--- src/core/lcdft_consts.vh ---
`ifndef LCDFT_CONSTS_VH
`define LCDFT_CONSTS_VH

// ----------------------------------------
// Register indices (byte address = 4 x index)
// ----------------------------------------
`define LCDFT_IDX_PIXCORR   12'h209
`define LCDFT_IDX_ADDR_LOW  12'h20A
`define LCDFT_IDX_ADDR_MID  12'h20B
`define LCDFT_IDX_ADDR_HIGH 12'h20C
`define LCDFT_IDX_CONTROL   12'h210
`define LCDFT_IDX_FC_LOW    12'h211
`define LCDFT_IDX_INV_DIV   12'h212
`define LCDFT_IDX_COMMON    12'h213
`define LCDFT_IDX_STATUS    12'h214

// ----------------------------------------
// Reset values
// ----------------------------------------
`define LCDFT_RST_PIXCORR   4'h0
`define LCDFT_RST_ADDR_LOW  8'h00
`define LCDFT_RST_ADDR_MID  8'h00
`define LCDFT_RST_ADDR_HIGH 8'h40
`define LCDFT_RST_CONTROL   4'h0
`define LCDFT_RST_FC_LOW    8'h80
`define LCDFT_RST_INV_DIV   8'h00
`define LCDFT_RST_COMMON    3'h0

// ----------------------------------------
// Control register fields
// ----------------------------------------
`define LCDFT_CTL_FC_BIT8   0
`define LCDFT_CTL_INV_EN    1
`define LCDFT_CTL_CLK_SEL   2
`define LCDFT_CTL_FC_BIT9   3

// ----------------------------------------
// Status register fields
// ----------------------------------------
`define LCDFT_STS_POL_BIT   16

// ----------------------------------------
// Gray mode codes
// ----------------------------------------
`define LCDFT_GRAY_MONO     2'h0
`define LCDFT_GRAY_4        2'h1
`define LCDFT_GRAY_8        2'h2
`define LCDFT_GRAY_16       2'h3

// ----------------------------------------
// Source clock edges per line (2 x D) by common code
// ----------------------------------------
`define LCDFT_D2_COM128     3'h6
`define LCDFT_D2_COM160     3'h5
`define LCDFT_D2_COM200     3'h4
`define LCDFT_D2_COM240     3'h3
`define LCDFT_D2_COM320     3'h3
`define LCDFT_D2_COM400     3'h2
`define LCDFT_D2_COM480     3'h2

`endif

--- src/core/lcdft_lpgen.v ---
`timescale 1ns/1ps
`default_nettype none

module lcdft_lpgen
(
  input  wire       sys_clk_in,
  input  wire       rst_in,
  input  wire       src_level_in,
  input  wire [2:0] edges_per_line_in,
  output reg        line_pulse_out
);

  reg       src_prev;
  reg [2:0] edge_cnt;
  wire      src_edge;

  // Both edges count, so half-integer D stays exact
  assign src_edge = src_level_in ^ src_prev;

  // ----------------------------------------
  // Line pulse every 2 x D source edges
  // ----------------------------------------
  always @(posedge sys_clk_in or posedge rst_in)
  begin
    if (rst_in)
    begin
      src_prev       <= 1'b0;
      edge_cnt       <= 3'h0;
      line_pulse_out <= 1'b0;
    end
    else
    begin
      src_prev       <= src_level_in;
      line_pulse_out <= 1'b0;
      if (src_edge)
      begin
        if (edge_cnt + 3'h1 >= edges_per_line_in)
        begin
          edge_cnt       <= 3'h0;
          line_pulse_out <= 1'b1;
        end
        else
        begin
          edge_cnt <= edge_cnt + 3'h1;
        end
      end
    end
  end

endmodule

`default_nettype wire

--- src/core/lcdft_sync.v ---
`timescale 1ns/1ps
`default_nettype none

module lcdft_sync
#(
  parameter WIDTH = 2
)
(
  input  wire             sys_clk_in,
  input  wire             rst_in,
  input  wire [WIDTH-1:0] async_in,
  output wire [WIDTH-1:0] sync_out
);

  // ----------------------------------------
  // Two-stage synchroniser, one per bit
  // ----------------------------------------
  genvar i;
  generate
    for (i = 0; i < WIDTH; i = i + 1)
    begin : g_bit
      reg stage1;
      reg stage2;
      // First stage feeds only the second
      always @(posedge sys_clk_in or posedge rst_in)
      begin
        if (rst_in)
        begin
          stage1 <= 1'b0;
          stage2 <= 1'b0;
        end
        else
        begin
          stage1 <= async_in[i];
          stage2 <= stage1;
        end
      end
      assign sync_out[i] = stage2;
    end
  endgenerate

endmodule

`default_nettype wire

--- src/core/lcdft_top.v ---
// The APB slave port is this design's own decision.
`timescale 1ns/1ps
`default_nettype none
`include "lcdft_consts.vh"

module lcdft_top
(
  input  wire        sys_clk_in,
  input  wire        rst_in,
  // APB slave
  input  wire        psel_in,
  input  wire        penable_in,
  input  wire        pwrite_in,
  input  wire [13:0] paddr_in,
  input  wire [31:0] pwdata_in,
  output reg  [31:0] prdata_out,
  output wire        pready_out,
  output reg         pslverr_out,
  // Source clock candidates
  input  wire        low_freq_osc_in,
  input  wire        timer3_output_in,
  // From the rest of the controller
  input  wire [1:0]  gray_mode_in,
  // Cursor hot point
  output reg  [23:0] cursor_address_bits_out,
  output reg  [3:0]  pixel_offset_bits_out,
  // Panel timing
  output wire        line_pulse_out,
  output reg         frame_pulse_out,
  output reg         frame_polarity_out
);

  // ----------------------------------------
  // Declarations
  // ----------------------------------------
  reg  [3:0]  pix_corr;
  reg  [7:0]  addr_low;
  reg  [7:0]  addr_mid;
  reg  [7:0]  addr_high;
  reg  [3:0]  ctl;
  reg  [7:0]  fc_low;
  reg  [7:0]  inv_div;
  reg  [2:0]  common_sel;

  reg  [9:0]  line_cnt;
  reg  [7:0]  inv_cnt;

  wire [11:0] idx;
  wire        setup_phase;
  wire        wr_access;
  reg         idx_mapped;
  reg  [31:0] next_rdata;

  wire [9:0]  frame_count;
  wire [9:0]  frame_last;
  wire [7:0]  inv_last;
  wire        frame_end;
  wire        inv_end;
  wire        frame_inv_en;

  wire [1:0]  src_sync;
  wire        src_level;
  reg  [2:0]  edges_per_line;
  reg  [3:0]  next_pix_shift;

  // ----------------------------------------
  // Register map, word index and kept bits
  // ----------------------------------------
  // 0x209: correction, bits 3:0
  // 0x20A, 0x20B, 0x20C: cursor address low, mid, high
  // 0x210: count bit 8, invert enable, source select, count bit 9
  // 0x211: frame count bits 7:0
  // 0x212: invert divider, zero stands for 256 lines
  // 0x213: common select, codes 0 to 6, code 7 as the last
  // 0x214: status, read only; line count and polarity
  // Unmapped words answer with an error and read zero
  // Writes to the status word are dropped, not refused

  // ----------------------------------------
  // APB decode
  // ----------------------------------------
  // Word index; byte lanes below it are ignored
  assign idx         = paddr_in[13:2];
  assign setup_phase = psel_in & ~penable_in;
  assign wr_access   = psel_in & penable_in & pwrite_in & ~pslverr_out;

  // Zero wait states: read data is staged in setup
  assign pready_out  = 1'b1;

  // Address map check
  always @*
  begin
    case (idx)
      `LCDFT_IDX_PIXCORR,
      `LCDFT_IDX_ADDR_LOW,
      `LCDFT_IDX_ADDR_MID,
      `LCDFT_IDX_ADDR_HIGH,
      `LCDFT_IDX_CONTROL,
      `LCDFT_IDX_FC_LOW,
      `LCDFT_IDX_INV_DIV,
      `LCDFT_IDX_COMMON,
      `LCDFT_IDX_STATUS:
        idx_mapped = 1'b1;
      default:
        idx_mapped = 1'b0;
    endcase
  end

  // Read multiplexer; unused upper bits read zero
  always @*
  begin
    next_rdata = 32'h00000000;
    case (idx)
      `LCDFT_IDX_PIXCORR:   next_rdata[3:0] = pix_corr;
      `LCDFT_IDX_ADDR_LOW:  next_rdata[7:0] = addr_low;
      `LCDFT_IDX_ADDR_MID:  next_rdata[7:0] = addr_mid;
      `LCDFT_IDX_ADDR_HIGH: next_rdata[7:0] = addr_high;
      `LCDFT_IDX_CONTROL:   next_rdata[3:0] = ctl;
      `LCDFT_IDX_FC_LOW:    next_rdata[7:0] = fc_low;
      `LCDFT_IDX_INV_DIV:   next_rdata[7:0] = inv_div;
      `LCDFT_IDX_COMMON:    next_rdata[2:0] = common_sel;
      `LCDFT_IDX_STATUS:
      begin
        next_rdata[9:0]                 = line_cnt;
        next_rdata[`LCDFT_STS_POL_BIT] = frame_polarity_out;
      end
      default:              next_rdata = 32'h00000000;
    endcase
  end

  // Read data and error latched in the setup cycle
  // Staging here keeps the read mux off the prdata path
  always @(posedge sys_clk_in or posedge rst_in)
  begin
    if (rst_in)
    begin
      prdata_out  <= 32'h00000000;
      pslverr_out <= 1'b0;
    end
    else if (setup_phase)
    begin
      prdata_out  <= pwrite_in ? 32'h00000000 : next_rdata;
      pslverr_out <= ~idx_mapped;
    end
    else if (~psel_in)
    begin
      pslverr_out <= 1'b0;
    end
  end

  // ----------------------------------------
  // Register writes
  // ----------------------------------------
  // Only the low nibble of the correction byte is kept
  always @(posedge sys_clk_in or posedge rst_in)
  begin
    if (rst_in)
    begin
      pix_corr   <= `LCDFT_RST_PIXCORR;
      addr_low   <= `LCDFT_RST_ADDR_LOW;
      addr_mid   <= `LCDFT_RST_ADDR_MID;
      addr_high  <= `LCDFT_RST_ADDR_HIGH;
      ctl        <= `LCDFT_RST_CONTROL;
      fc_low     <= `LCDFT_RST_FC_LOW;
      inv_div    <= `LCDFT_RST_INV_DIV;
      common_sel <= `LCDFT_RST_COMMON;
    end
    else if (wr_access)
    begin
      case (idx)
        `LCDFT_IDX_PIXCORR:   pix_corr   <= pwdata_in[3:0];
        `LCDFT_IDX_ADDR_LOW:  addr_low   <= pwdata_in[7:0];
        `LCDFT_IDX_ADDR_MID:  addr_mid   <= pwdata_in[7:0];
        `LCDFT_IDX_ADDR_HIGH: addr_high  <= pwdata_in[7:0];
        `LCDFT_IDX_CONTROL:   ctl        <= pwdata_in[3:0];
        `LCDFT_IDX_FC_LOW:    fc_low     <= pwdata_in[7:0];
        `LCDFT_IDX_INV_DIV:   inv_div    <= pwdata_in[7:0];
        `LCDFT_IDX_COMMON:    common_sel <= pwdata_in[2:0];
        default:              pix_corr   <= pix_corr;
      endcase
    end
  end

  // ----------------------------------------
  // Cursor hot point
  // ----------------------------------------
  // Correction width narrows as pixels get wider in memory
  // Upper bits dropped here, not at write, so readback
  // returns the nibble that software wrote
  always @*
  begin
    case (gray_mode_in)
      `LCDFT_GRAY_MONO: next_pix_shift = pix_corr;
      `LCDFT_GRAY_4:    next_pix_shift = {1'b0, pix_corr[2:0]};
      `LCDFT_GRAY_8:    next_pix_shift = {2'b00, pix_corr[1:0]};
      `LCDFT_GRAY_16:   next_pix_shift = {2'b00, pix_corr[1:0]};
      default:          next_pix_shift = 4'h0;
    endcase
  end

  // Registered so the address stream sees a stable pair
  // Byte writes are not atomic; write the high byte last
  always @(posedge sys_clk_in or posedge rst_in)
  begin
    if (rst_in)
    begin
      cursor_address_bits_out <= {`LCDFT_RST_ADDR_HIGH, `LCDFT_RST_ADDR_MID,
                                  `LCDFT_RST_ADDR_LOW};
      pixel_offset_bits_out   <= 4'h0;
    end
    else
    begin
      cursor_address_bits_out <= {addr_high, addr_mid, addr_low};
      pixel_offset_bits_out   <= next_pix_shift;
    end
  end

  // ----------------------------------------
  // Source clock selection
  // ----------------------------------------
  // Both candidates come from outside this clock domain
  lcdft_sync
  #(
    .WIDTH (2)
  )
  u_src_sync
  (
    .sys_clk_in (sys_clk_in),
    .rst_in     (rst_in),
    .async_in   ({timer3_output_in, low_freq_osc_in}),
    .sync_out   (src_sync)
  );

  // Switching source may cost one stray edge; harmless
  // Both candidates stay synchronised, so a switch needs
  // no settling time beyond one line
  assign src_level = ctl[`LCDFT_CTL_CLK_SEL] ? src_sync[1] : src_sync[0];

  // ----------------------------------------
  // Line pulse generation
  // ----------------------------------------
  // Constant D per panel common count, doubled to stay integral
  // Unused code 7 falls back to the shortest line
  always @*
  begin
    case (common_sel)
      3'h0:    edges_per_line = `LCDFT_D2_COM128;
      3'h1:    edges_per_line = `LCDFT_D2_COM160;
      3'h2:    edges_per_line = `LCDFT_D2_COM200;
      3'h3:    edges_per_line = `LCDFT_D2_COM240;
      3'h4:    edges_per_line = `LCDFT_D2_COM320;
      3'h5:    edges_per_line = `LCDFT_D2_COM400;
      3'h6:    edges_per_line = `LCDFT_D2_COM480;
      default: edges_per_line = `LCDFT_D2_COM480;
    endcase
  end

  // Edge count survives a common change, so the first
  // line after it may come short; later lines are exact
  lcdft_lpgen u_lpgen
  (
    .sys_clk_in        (sys_clk_in),
    .rst_in            (rst_in),
    .src_level_in      (src_level),
    .edges_per_line_in (edges_per_line),
    .line_pulse_out    (line_pulse_out)
  );

  // ----------------------------------------
  // Frame counter
  // ----------------------------------------
  // A count of zero wraps to 1024 lines
  // Lowering the count mid-frame below the lines already counted ends it at the next line
  assign frame_count = {ctl[`LCDFT_CTL_FC_BIT9], ctl[`LCDFT_CTL_FC_BIT8],
                        fc_low};
  assign frame_last  = frame_count - 10'h001;
  assign frame_end   = line_pulse_out & (line_cnt >= frame_last);

  // Ends a frame after frame_count line pulses
  // Frame pulse trails its line pulse by one clock
  always @(posedge sys_clk_in or posedge rst_in)
  begin
    if (rst_in)
    begin
      line_cnt        <= 10'h000;
      frame_pulse_out <= 1'b0;
    end
    else
    begin
      frame_pulse_out <= frame_end;
      if (frame_end)
      begin
        line_cnt <= 10'h000;
      end
      else if (line_pulse_out)
      begin
        line_cnt <= line_cnt + 10'h001;
      end
    end
  end

  // ----------------------------------------
  // Frame polarity
  // ----------------------------------------
  // Divider only steers polarity, never the frame pulse
  assign frame_inv_en = ctl[`LCDFT_CTL_INV_EN];
  assign inv_last     = inv_div - 8'h01;
  assign inv_end      = line_pulse_out & (inv_cnt >= inv_last);

  // Own line counter, independent of the frame counter
  // Held at zero while disabled, so enabling starts a full
  // run of N lines and the first toggle never comes early
  always @(posedge sys_clk_in or posedge rst_in)
  begin
    if (rst_in)
    begin
      inv_cnt            <= 8'h00;
      frame_polarity_out <= 1'b0;
    end
    else if (frame_inv_en)
    begin
      if (inv_end)
      begin
        inv_cnt            <= 8'h00;
        frame_polarity_out <= ~frame_polarity_out;
      end
      else if (line_pulse_out)
      begin
        inv_cnt <= inv_cnt + 8'h01;
      end
    end
    else
    begin
      inv_cnt <= 8'h00;
      if (frame_end)
      begin
        frame_polarity_out <= ~frame_polarity_out;
      end
    end
  end

endmodule

`default_nettype wire
--- config.mk ---
export PLATFORM = sky130hd
export DESIGN_NAME = lcdft_top
export DESIGN_NICKNAME = d
export VERILOG_FILES = /design/src/core/lcdft_lpgen.v /design/src/core/lcdft_sync.v /design/src/core/lcdft_top.v
export VERILOG_INCLUDE_DIRS = /design/src /design/src/core
export SDC_FILE = /design/constraint.sdc
export NUM_CORES = 1
export LEC_CHECK = 0
export ABC_AREA = 0
export BUFFER_PORTS_ARGS = -buffer_cell sky130_fd_sc_hd__buf_2
export CELL_PAD_IN_SITES_DETAIL_PLACEMENT = 0
export CELL_PAD_IN_SITES_GLOBAL_PLACEMENT = 2
export CORE_UTILIZATION = 25
export DETAILED_ROUTE_END_ITERATION = 8
export PLACE_DENSITY = 0.58
export SLEW_MARGIN = 0
export SYNTH_ARGS = -nofsm -noshare
export SYNTH_HDL_FRONTEND = slang
export SYNTH_SLANG_ARGS = --single-unit
--- constraint.sdc ---
create_clock -name sys_clk_in -period 4.5 [get_ports sys_clk_in]
set_clock_uncertainty 0.1 [all_clocks]
set_input_delay 0.9 -clock sys_clk_in [delete_from_list [all_inputs] [get_ports sys_clk_in]]
set_output_delay 0.9 -clock sys_clk_in [all_outputs]
set_load 0.01 [all_outputs]
Yosys cells after proc, flatten, opt, wreduce, memory -nomap -nowiden
Cells that the tools add are included.

Register bits after elaboration: 141. Bits of input ports: 55. Output and inout port bits: 65. Word-level logic and storage cells: 100.

Add/sub/neg operators: 5. Magnitude comparators: 3. Equal/unequal tests: 19. Mux-type cells: 23. Bitwise logic cells: 11. Reduce and logical (&&, ||, !) cells: 16.

Operators by type and width (count): 12-bit by 10-bit equality test with 1-bit output, second input constant (9); 3-bit case mux with 9 select lines (1); 8-bit 2-to-1 mux (3); 4-bit case mux with 6 select lines (1); 10-bit 2-to-1 mux (2); 2-bit AND reduction (9); 17-bit 2-to-1 mux (1); 3-bit case mux with 4 select lines (1); 4-bit case mux with 3 select lines (1); 10-bit by 1-bit adder with 10-bit output, second input constant (1); 10-bit >= comparator (1); 1-bit 2-to-1 mux (10); 10-bit by 1-bit subtractor with 10-bit output, second input constant (1); 9-bit OR reduction (1); 8-bit by 1-bit adder with 8-bit output, second input constant (1); 8-bit >= comparator (1); 1-bit case mux with 8 select lines (1); 8-bit by 1-bit subtractor with 8-bit output, second input constant (1); 1-bit AND (6); 3-bit by 2-bit equality test with 1-bit output, second input constant (2); 2-bit equality test, second input constant (2); 2-bit by 1-bit != test with 1-bit output, second input constant (2); 1-bit NOT (4); 2-bit nonzero test (2); 12 further kinds (13).

Logic depth before layout (Yosys ltp)
Gate-level depths: netlist of the first run.

Depth after elaboration: 6. Depth in mapped cells: 12.

Hierarchy
Synthesis of the first run repeated with hierarchy kept, for this count alone.

Cells, all modules: 517. Area total of the unflattened synthesis: 5990.7 um^2.

Modules (own cells, without submodules): lcdft_top (times used 1, cells an instance 479, area an instance 5572.8 um^2); lcdft_lpgen (times used 1, cells an instance 31, area an instance 299.0 um^2); lcdft_sync (times used 1, cells an instance 7, area an instance 118.9 um^2).

Worst setup path before layout of the first run
Ideal clock, no wire load.

Path type: register to register. Start point: reg fc_low[3]. End point: reg frame_polarity_out. Library setup time: 79 ps. Arrival: 2697 ps. Data required time: 4321 ps. Slack: 1623 ps. Stages on the path, launching flop included: 11. Buffers on the path: 0. Period minus slack after synthesis: 2877 ps. Cell sequence: dfrtp_1 or3_1 or3_1 nor2_1 nand2_1 xor2_1 ha_1 nand4_1 o311a_1 a211oi_1 xor2_1.

Cells in the longest elaborated chain, start to end: 5.

RTL lines: start, declared (RTL line lcdft_top.v:41) `reg [7:0] fc_low;`; start signal, assigned (RTL line lcdft_top.v:164) `` fc_low <= `LCDFT_RST_FC_LOW; ``; start signal, assigned (RTL line lcdft_top.v:176) `` `LCDFT_IDX_FC_LOW: fc_low <= pwdata_in[7:0]; ``; 10-bit by 1-bit subtractor with 10-bit output (RTL line lcdft_top.v:276) `assign frame_last = frame_count - 10'h001;`; 10-bit >= comparator (RTL line lcdft_top.v:277) `assign frame_end = line_pulse_out & (line_cnt >= frame_last);`; 1-bit AND (RTL line lcdft_top.v:277); 2-bit nonzero test (no line); 2-bit AND reduction (no line); end signal, assigned (RTL line lcdft_top.v:325) `frame_polarity_out <= ~frame_polarity_out;`; end signal, assigned (RTL line lcdft_top.v:337) `frame_polarity_out <= ~frame_polarity_out;`; end, declared (RTL line lcdft_top.v:30) `output reg frame_polarity_out`.

Every way passes these cells. A chain may end at the register's enable or synchronous reset.

Worst setup path after layout of the first run
Ends and elaborated chain as after synthesis.

==> results of run 1 <==
[worst paths after layout]
path | endpoint | slack, ps | cells past startpoint
max | frame_polarity_out | 1230 | 10
min | u_src_sync.g_bit[1].stage2 | 250 | 0
max reg2reg | frame_polarity_out | 1230 | 10
min reg2reg | u_src_sync.g_bit[1].stage2 | 250 | 0
max in group asynchronous | line_cnt[0] | 2790 | 3
min in group asynchronous | addr_mid[1] | 560 | 2
[metal layers]
layer | up-vias | wire (um) | global-route usage, % | share of wire (%)
met1 | 2022 | 7300 | 17.8 | 48
met4 | 2 | 227 | 4.90 | 1.5
li1 | 1918 | - | - | -
met2 | 99 | 7150 | 21.4 | 47
met5 | - | 17 | 0 | 0.11
met3 | 16 | 571 | 2.92 | 3.7
[synthesized netlist by cell type, types with 3 or more instances]
cell type,n,area share (%)
dfrtp_1,117,50
mux2_2,55,11
nor2_1,29,1.9
nand2_1,28,1.8
ha_1,26,5.5
buf_4,22,2.8
inv_1,18,1.1
xnor2_1,16,2.4
nand2b_1,15,1.6
o21ai_0,15,1.3
nand3_1,14,1.2
a22o_1,13,1.9
a21oi_1,12,1.0
xor2_1,10,1.5
a222oi_1,9,1.5
nor3_1,8,0.68
a22oi_1,7,0.89
clkbuf_1,7,0.45
a211oi_1,6,0.77
nor2b_1,5,0.53
a31oi_1,4,0.43
and3_1,4,0.43
o22ai_1,4,0.43
dfstp_2,3,1.3
mux2i_1,3,0.51
nand4_1,3,0.32
nor3_4,3,0.83
[logic make-up (layout without fill, tap and decap cells)]
logic type	after synthesis	count (layout)
XOR/XNOR	26	26
AND/OR/NAND/NOR	131	131
other	2	22
flip-flops	120	120
buffers and inverters	50	125
adder cells (fa/ha/maj)	26	26
multiplexers	60	60
AO/OA/AOI/OAI	82	82
[cell type report]
class / count / share of cell area, %
tap: 313 / 5.52
inverter: 18 / 0.988
sequential: 120 / 42.4
clock inverter: 14 / 1.76
clock buffer: 18 / 6.19
timing repair buffer: 75 / 5.43
multi-input combinational: 347 / 37.7
[flip-flops by register name, indices dropped and copies added, names as in the netlist, 3 cells and up]
name,cells
cursor_address_bits_out,24
prdata_out,11
line_cnt,10
addr_high,8
addr_low,8
addr_mid,8
fc_low,8
inv_cnt,8
inv_div,8
ctl,4
pix_corr,4
pixel_offset_bits_out,4
common_sel,3
u_lpgen.edge_cnt,3
[power groups by stage]
stage          clock network (mW)  registers, mW  logic [mW]
2_1_floorplan                   0           1.16       0.189
5_1_grt                      1.38           1.17       0.275
3_3_place_gp                    0           1.19       0.233
6_report                     1.30           1.17       0.234
3_5_place_dp                    0           1.19       0.240
4_1_cts                      1.33           1.17       0.240
==> flow_summary.json, run 1 <==
{
  "cts_buffer_depth": 2,
  "crit_start": "fc_low[3]",
  "cp.arrival_ps": 3460,
  "syn-cell-area_sq_mm": 0.00588,
  "rsz0062_at_grt": "false",
  "fin_setup_tns_ps": 0,
  "ys_warn_count": 0,
  "hold_start": "u_src_sync.g_bit[1].stage1",
  "critPathKind": "reg -> reg",
  "slew_violations": 0,
  "fin_crit_ps": 3270,
  "grt.overflow.total": 0,
  "synthMuxAreaShare_pct": 11.8,
  "layoutNonFillerInstCount": 905,
  "fin_ws_ps": 1230,
  "multi_input_area_sq_mm": 0.00268,
  "cts_tree": "built",
  "switchingPower_mw": 0.729,
  "max_slew_margin_pct": 40.5,
  "track_usage_pct": 13.4,
  "yosys.area_share.simple_pct": 13.0,
  "hpwl_mm": 11.2,
  "pre_cts_slack_ps": 1150,
  "p_per_area_mw_per_mm2": 382,
  "core_sq_mm": 0.0228,
  "cts_root_buffer": "clkbuf_16",
  "end_kind": "flip-flop",
  "cts_buffers": 17,
  "drc": 0,
  "critPathMaxStageDelay_ps": 480,
  "fp-row-count": 55,
  "place_congestion": 0.732,
  "path_max_fanout": 7,
  "whs_ps": 249,
  "num_io_pins": 120,
  "fin_nets": 660,
  "stdcell_area_sq_mm": 0.00709,
  "p_leak_nw": 3.50,
  "hold_viol": 0,
  "layout_commonest_cell": "dfrtp_1",
  "peakVddDrop_v": 0.000170,
  "ctsHoldBuffers": 0,
  "htreeDepth": 4,
  "synth-xor-area-share_pct": 3.87,
  "ys_ff_latch": 120,
  "postPlaceCellArea_sq_mm": 0.00653,
  "synth_compound_area_share_pct": 9.90,
  "p_int_mw": 1.98,
  "vias": 4057,
  "synth_top_family_by_area": "simple AND/OR/NAND/NOR gates",
  "power_frac_seq_pct": 43.2,
  "hp-class": "reg -> reg",
  "avgSynthCellArea_sq_um": 11.8,
  "vias_per_cell": 4.48,
  "routed_wl_mm": 15.3,
  "synthAdderAreaFrac_pct": 5.53,
  "synth_edf_count": 0,
  "required_ps": 4680,
  "grt_pass1_vias": 4114,
  "reg2reg_from": "fc_low[3]",
  "clk_latency_ps": 420,
  "dpl.cell_count": 873,
  "finalCritPeriodShare_pct": 72.7,
  "seqCellArea_sq_mm": 0.00301,
  "fin_util_pct": 31.0,
  "fillers": 2373,
  "final_cell_mix": "dfrtp_1 (117), buf_2 (71), mux2_2 (55)",
  "async_reset_ff_share_pct": 100,
  "drive_gt1_share_pct": 31.1,
  "clk_pin_slew_worst_paths_ps": 60,
  "slowest_stage": "o311a_1",
  "power_mw": 2.71,
  "antenna_cells": 0,
  "antenna_found_initial": 1,
  "dieArea_sq_mm": 0.0241,
  "ys_types": 55,
  "power.share.clock_pct": 48.2,
  "synth_cells": 497,
  "clock_sinks": 120,
  "postCtsResizedCells": 0,
  "port_buffers": 71,
  "clock.fmax_ghz": 0.306,
  "cp_num_buf_inv": 0,
  "crit_chain": "or3_1, or3_1, nor2_1, nand2_1, xor2_1, ha_1, nand4_1, o311a_1, a211oi_1, xor2_1",
  "setup_viol": 0,
  "status": "completed",
  "grt_max_degree": 71,
  "grt_pass1_wl_mm": 24.1,
  "initial_core_util_pct": 25.7,
  "worstMarginPinSlew_ps": 892,
  "drtIter0Drc": 226,
  "ys_seq_area_share_pct": 51.1,
  "crit_family": "simple AND/OR/NAND/NOR gates",
  "drtPass1Iterations": 4,
  "start_kind": "flip-flop",
  "ys.flop_type": "dfrtp_1",
  "die_h_um": 155,
  "antenna_left": 0,
  "post_cts_buffers": 0,
  "cap_viol_max_count": 0,
  "fp.dieW_um": 155,
  "wl_per_cell_um": 16.9,
  "area_growth_syn_to_layout_pct": 20.6,
  "pwr-share-comb_pct": 8.7,
  "swShare_pct": 26.9
}
No activity file was read; power rests on OpenSTA's default activity.
==> inputs of run 2 (changes only) <==
--- a/config.mk
+++ b/config.mk
@@ -12,7 +12,7 @@
 export CELL_PAD_IN_SITES_GLOBAL_PLACEMENT = 2
 export CORE_UTILIZATION = 25
 export DETAILED_ROUTE_END_ITERATION = 8
-export PLACE_DENSITY = 0.58
+export PLACE_DENSITY = 0.6
 export SLEW_MARGIN = 0
 export SYNTH_ARGS = -nofsm -noshare
 export SYNTH_HDL_FRONTEND = slang
==> constraint.sdc (replaced) <==
create_clock -name sys_clk_in -period 2.65 [get_ports sys_clk_in]
set_clock_uncertainty 0.1 [all_clocks]
set_input_delay 0.53 -clock sys_clk_in [delete_from_list [all_inputs] [get_ports sys_clk_in]]
set_output_delay 0.53 -clock sys_clk_in [all_outputs]
set_load 0.01 [all_outputs]
==> run 2 against run 1 <==
Net effect:
- the run now ends with setup timing left
- final area grew 5.9%
- first-iteration DRC count grew 8.4%
- hold slack lost 130 ps
==> flow_summary.json, run 2 (synthesis results as in run 1) <==
{
  "power_mw": 4.85,
  "p_int_mw": 3.64,
  "crit_chain": "or3_4, or3_4, nor2_4, nand2_1, xor2_1, ha_1, a21oi_1, o21a_1, o311a_4, nand2_1, o22ai_1",
  "vias": 4163,
  "status": "finished, violations left",
  "grt.overflow.total": 0,
  "drtIter0Drc": 245,
  "fin_nets": 693,
  "slew_violations": 0,
  "fillers": 2350,
  "grt_pass1_vias": 4102,
  "cts_buffer_depth": 2,
  "drive_gt1_share_pct": 36.4,
  "slowest_stage": "dfrtp_1",
  "reg_top3": "cursor_address_bits_out (24), prdata_out (11), line_cnt (10)",
  "antenna_found_initial": 0,
  "hpwl_mm": 11.4,
  "fp.dieW_um": 155,
  "fin_crit_ps": 2870,
  "max_slew_margin_pct": 55.9,
  "finalCritPeriodShare_pct": 108,
  "initial_core_util_pct": 25.7,
  "power.share.clock_pct": 50.2,
  "drtPass1Iterations": 4,
  "power_frac_seq_pct": 41.0,
  "critPathKind": "reg -> reg",
  "antenna_cells": 0,
  "required_ps": 2880,
  "clk_pin_slew_worst_paths_ps": 60,
  "post_cts_buffers": 0,
  "layoutNonFillerInstCount": 937,
  "cts_tree": "built",
  "end_kind": "flip-flop",
  "final_cell_mix": "dfrtp_1 (117), buf_2 (71), mux2_2 (55)",
  "hold_viol": 0,
  "swShare_pct": 24.9,
  "routed_wl_mm": 15.3,
  "wl_per_cell_um": 16.3,
  "drc": 0,
  "ctsHoldBuffers": 0,
  "failed_checks": "setup timing",
  "layout_commonest_cell": "dfrtp_1",
  "critPathMaxStageDelay_ps": 390,
  "rsz0062_at_grt": "true",
  "worstMarginPinSlew_ps": 662,
  "hp-class": "in -> reg",
  "cts_root_buffer": "clkbuf_16",
  "dpl.cell_count": 906,
  "die_h_um": 155,
  "core_sq_mm": 0.0228,
  "vias_per_cell": 4.44,
  "largest_reg_flops": 24,
  "pwr-share-comb_pct": 8.8,
  "peakVddDrop_v": 0.000298,
  "p_leak_nw": 3.71,
  "grt_max_degree": 121,
  "path_max_fanout": 7,
  "regMostFlops": "cursor_address_bits_out",
  "place_congestion": 0.772,
  "htreeDepth": 4,
  "antenna_left": 0,
  "clk_latency_ps": 420,
  "port_buffers": 71,
  "start_kind": "flip-flop",
  "dieArea_sq_mm": 0.0241,
  "clock.fmax_ghz": 0.349,
  "p_per_area_mw_per_mm2": 645,
  "setup_viol": 12,
  "clock_sinks": 120,
  "track_usage_pct": 13.3,
  "cp.arrival_ps": 3100,
  "area_growth_syn_to_layout_pct": 27.8,
  "multi_input_area_sq_mm": 0.00274,
  "num_io_pins": 120,
  "switchingPower_mw": 1.21,
  "grt_pass1_wl_mm": 24.0,
  "fp-row-count": 55,
  "fin_ws_ps": -218,
  "cts_buffers": 17,
  "pre_cts_slack_ps": -266,
  "cap_viol_max_count": 0,
  "seqCellArea_sq_mm": 0.00301
}
-- run 2: cell types whose count changed in the layout (fill, tap and decap cells not counted), moves of 3 or more --
cell and change:
bufinv_16 +3, clkinv_4 -3, buf_4 +29, buf_12 +4
-- run 2: routing by layer --
metal,share of wire (%),up-vias,track usage (%)
met2,48,103,20.9
li1,-,1996,-
met5,0,-,0
met4,1.4,0,4.67
met3,3.7,9,2.90
met1,47,2055,17.8
-- run 2: cell type report --
class	instances	share of cell area (%)
clock buffer	18	5.85
tap	313	5.21
timing repair buffer	108	9.09
inverter	18	0.949
multi-input combinational	347	36.5
sequential	120	40.0
clock inverter	13	2.36
-- run 2: timing repair --
item | CTS | global route
pin swaps | 7 | 0
setup endpoints to repair | 12 | 16
gates resized for setup | 1 | 10
cloned | 0 | 0
-- run 2: through the flow --
stage               util (%)  cell area (sq um)  setup TNS (ps)  hold WS [ps]
floorplan                  -               5980            -397           231
finish                  32.9               7510           -1690           121
global route            32.9               7510           -2860           107
global placement        30.0               6850           -1970           232
detailed placement      30.0               6850           -2570           237
CTS                     32.7               7470           -1910           107
-- run 2: critical path, delay by kind of cell (launching register included) --
family                   cells  cell delay (ps)
AO/OA/AOI/OAI                4              820
AND/OR/NAND/NOR              5             1040
adder cells (fa/ha/maj)      1              300
flip-flops                   1              390
XOR/XNOR                     1              150
-- run 2: path summary, 6_finish.rpt --
check | cells past startpoint | endpoint | slack [ps] | from
max | 11 | line_cnt[3] | -220 | fc_low[3]
min | 1 | u_src_sync.g_bit[1].stage1 | 120 | timer3_output_in
max reg2reg | 11 | line_cnt[3] | -220 | fc_low[3]
min reg2reg | 0 | u_src_sync.g_bit[0].stage2 | 250 | u_src_sync.g_bit[0].stage1
max in group asynchronous | 3 | addr_mid[0] | 1750 | rst_in
min in group asynchronous | 3 | line_cnt[6] | 200 | rst_in
-- run 2: power groups by stage --
stage | registers [mW] | logic (mW) | clock network [mW]
after floorplan | 1.97 | 0.324 | 0
after global placement | 2.02 | 0.409 | 0
after detailed placement | 2.02 | 0.421 | 0
after CTS | 1.99 | 0.426 | 2.49
after global routing | 2.00 | 0.489 | 2.58
final | 1.99 | 0.425 | 2.43
==> inputs of run 3 (changes only) <==
--- a/config.mk
+++ b/config.mk
@@ -13,6 +13,7 @@
 export CORE_UTILIZATION = 25
 export DETAILED_ROUTE_END_ITERATION = 8
 export PLACE_DENSITY = 0.6
+export RECOVER_POWER = 100
 export SLEW_MARGIN = 0
 export SYNTH_ARGS = -nofsm -noshare
 export SYNTH_HDL_FRONTEND = slang
==> run 3 against run 2 <==
Net effect:
- register-to-register slack hardly changed
- highest routed layer unchanged
- non-clock buffer count stayed put
- final area is 1.5% lower
- critical path depth stayed put
- critical path type unchanged
- the run ends with capacitance limit, slew limit, setup timing left
==> flow_summary.json, run 3 (synthesis results as in run 1) <==
{
  "dpl.cell_count": 906,
  "ctsHoldBuffers": 0,
  "seqCellArea_sq_mm": 0.00301,
  "power_mw": 4.84,
  "die_h_um": 155,
  "fin_util_pct": 32.4,
  "antenna_found_initial": 0,
  "end_kind": "flip-flop",
  "cts_buffers": 17,
  "area_growth_syn_to_layout_pct": 25.8,
  "setup_viol": 19,
  "core_sq_mm": 0.0228,
  "fp.dieW_um": 155,
  "grt_pass1_vias": 4102,
  "path_max_fanout": 7,
  "cts_root_buffer": "clkbuf_16",
  "track_usage_pct": 13.3,
  "status": "finished, violations left",
  "initial_core_util_pct": 25.7,
  "place_congestion": 0.772,
  "routed_wl_mm": 15.3,
  "grt.overflow.total": 0,
  "start_kind": "flip-flop",
  "max_slew_margin_pct": -10.7,
  "finalCritPeriodShare_pct": 108,
  "layoutNonFillerInstCount": 937,
  "largest_reg_flops": 24,
  "grt_max_degree": 121,
  "drtIter0Drc": 246,
  "vias_per_cell": 4.44,
  "port_buffers": 71,
  "drc": 0,
  "fp-row-count": 55,
  "hpwl_mm": 11.4,
  "multi_input_area_sq_mm": 0.00271,
  "critPathKind": "reg -> reg",
  "peakVddDrop_v": 0.000298,
  "htreeDepth": 4,
  "clock.fmax_ghz": 0.349,
  "drtPass1Iterations": 5,
  "layout_commonest_cell": "dfrtp_1",
  "hp-class": "in -> reg",
  "fin_ws_ps": -218,
  "cap_viol_max_count": 1,
  "clk_pin_slew_worst_paths_ps": 60,
  "slew_violations": 121,
  "crit_family": "simple AND/OR/NAND/NOR gates",
  "failed_checks": "capacitance limit, slew limit, setup timing",
  "crit_chain": "or3_4, or3_4, nor2_4, nand2_1, xor2_1, ha_1, a21oi_1, o21a_1, o311a_4, nand2_1, o22ai_1",
  "clock_sinks": 120,
  "antenna_cells": 0,
  "cts_tree": "built",
  "p_leak_nw": 3.51,
  "grt_pass1_wl_mm": 24.0,
  "worst-path-stages": 11,
  "p_per_area_mw_per_mm2": 654,
  "antenna_left": 0,
  "final_cell_mix": "dfrtp_1 (117), mux2_2 (55), clkbuf_1 (44)",
  "drive_gt1_share_pct": 28.4,
  "dieArea_sq_mm": 0.0241,
  "slowest_stage": "or3_4",
  "cts_buffer_depth": 2,
  "required_ps": 2880,
  "cp_num_buf_inv": 0,
  "worstMarginPinSlew_ps": 1660,
  "vias": 4161,
  "wl_per_cell_um": 16.4,
  "hold_viol": 0,
  "whs_ps": 121,
  "reg_top3": "cursor_address_bits_out (24), prdata_out (11), line_cnt (10)",
  "regMostFlops": "cursor_address_bits_out",
  "fin_crit_ps": 2870,
  "r2r_cells": 11,
  "hold_depth": 1,
  "cp.arrival_ps": 3100,
  "rsz0062_at_grt": "true",
  "fin_nets": 693,
  "num_io_pins": 120,
  "clk_latency_ps": 420,
  "fillers": 2382,
  "critPathMaxStageDelay_ps": 380,
  "pre_cts_slack_ps": -266
}
## run 3: through the flow
stage	cell area, sq um	TNS (ps)
2_1_floorplan	5980	-397
3_3_place_gp	6850	-1970
3_5_place_dp	6850	-2570
4_1_cts	7470	-1910
5_1_grt	7400	-5400
6_report	7400	-1930
## run 3: per-layer routing
| layer | vias up | wire length [um] | GRT usage (%) |
|---|---|---|---|
| li1 | 1992 | - | - |
| met1 | 2048 | 7280 | 17.8 |
| met2 | 106 | 7240 | 20.9 |
| met3 | 15 | 554 | 2.90 |
| met4 | 0 | 260 | 4.67 |
| met5 | - | 0 | 0 |
## run 3: final cells by class
cell class                      count  area share (%)
Timing Repair Buffer              108            8.19
Clock inverter                     13            2.40
Inverter                           18           0.964
Clock buffer                       18            5.94
Sequential cell                   120            40.6
Multi-Input combinational cell    347            36.6
Tap cell                          313            5.29
## run 3: worst reg2reg max path, cell delays in order, from the launching register on
cell,delay (ps)
dfrtp_1,370
or3_4,380
or3_4,360
nor2_4,90
nand2_1,60
xor2_1,150
ha_1,300
a21oi_1,160
o21a_1,180
o311a_4,270
nand2_1,160
o22ai_1,210
## run 3: worst paths after layout
| path | from | endpoint | slack, ps |
|---|---|---|---|
| max | fc_low[4] | line_cnt[3] | -220 |
| max reg2reg | fc_low[4] | line_cnt[3] | -220 |
| max in group asynchronous | rst_in | inv_div[0] | 780 |
| min reg2reg | u_src_sync.g_bit[0].stage1 | u_src_sync.g_bit[0].stage2 | 250 |
| min | timer3_output_in | u_src_sync.g_bit[1].stage1 | 120 |
| min in group asynchronous | rst_in | line_cnt[6] | 630 |
## run 3: repair_timing
item                       in CTS  in global routing
setup endpoints to repair      12                 16
setup buffers                   0                  0
pin swaps                       7                  0
resized for setup               1                 10
## run 3: report_power, final
group / switching, mW / internal (mW)
Sequential: 0.0924 / 1.89
Clock: 0.848 / 1.59
Combinational: 0.263 / 0.156
Total: 1.20 / 3.64
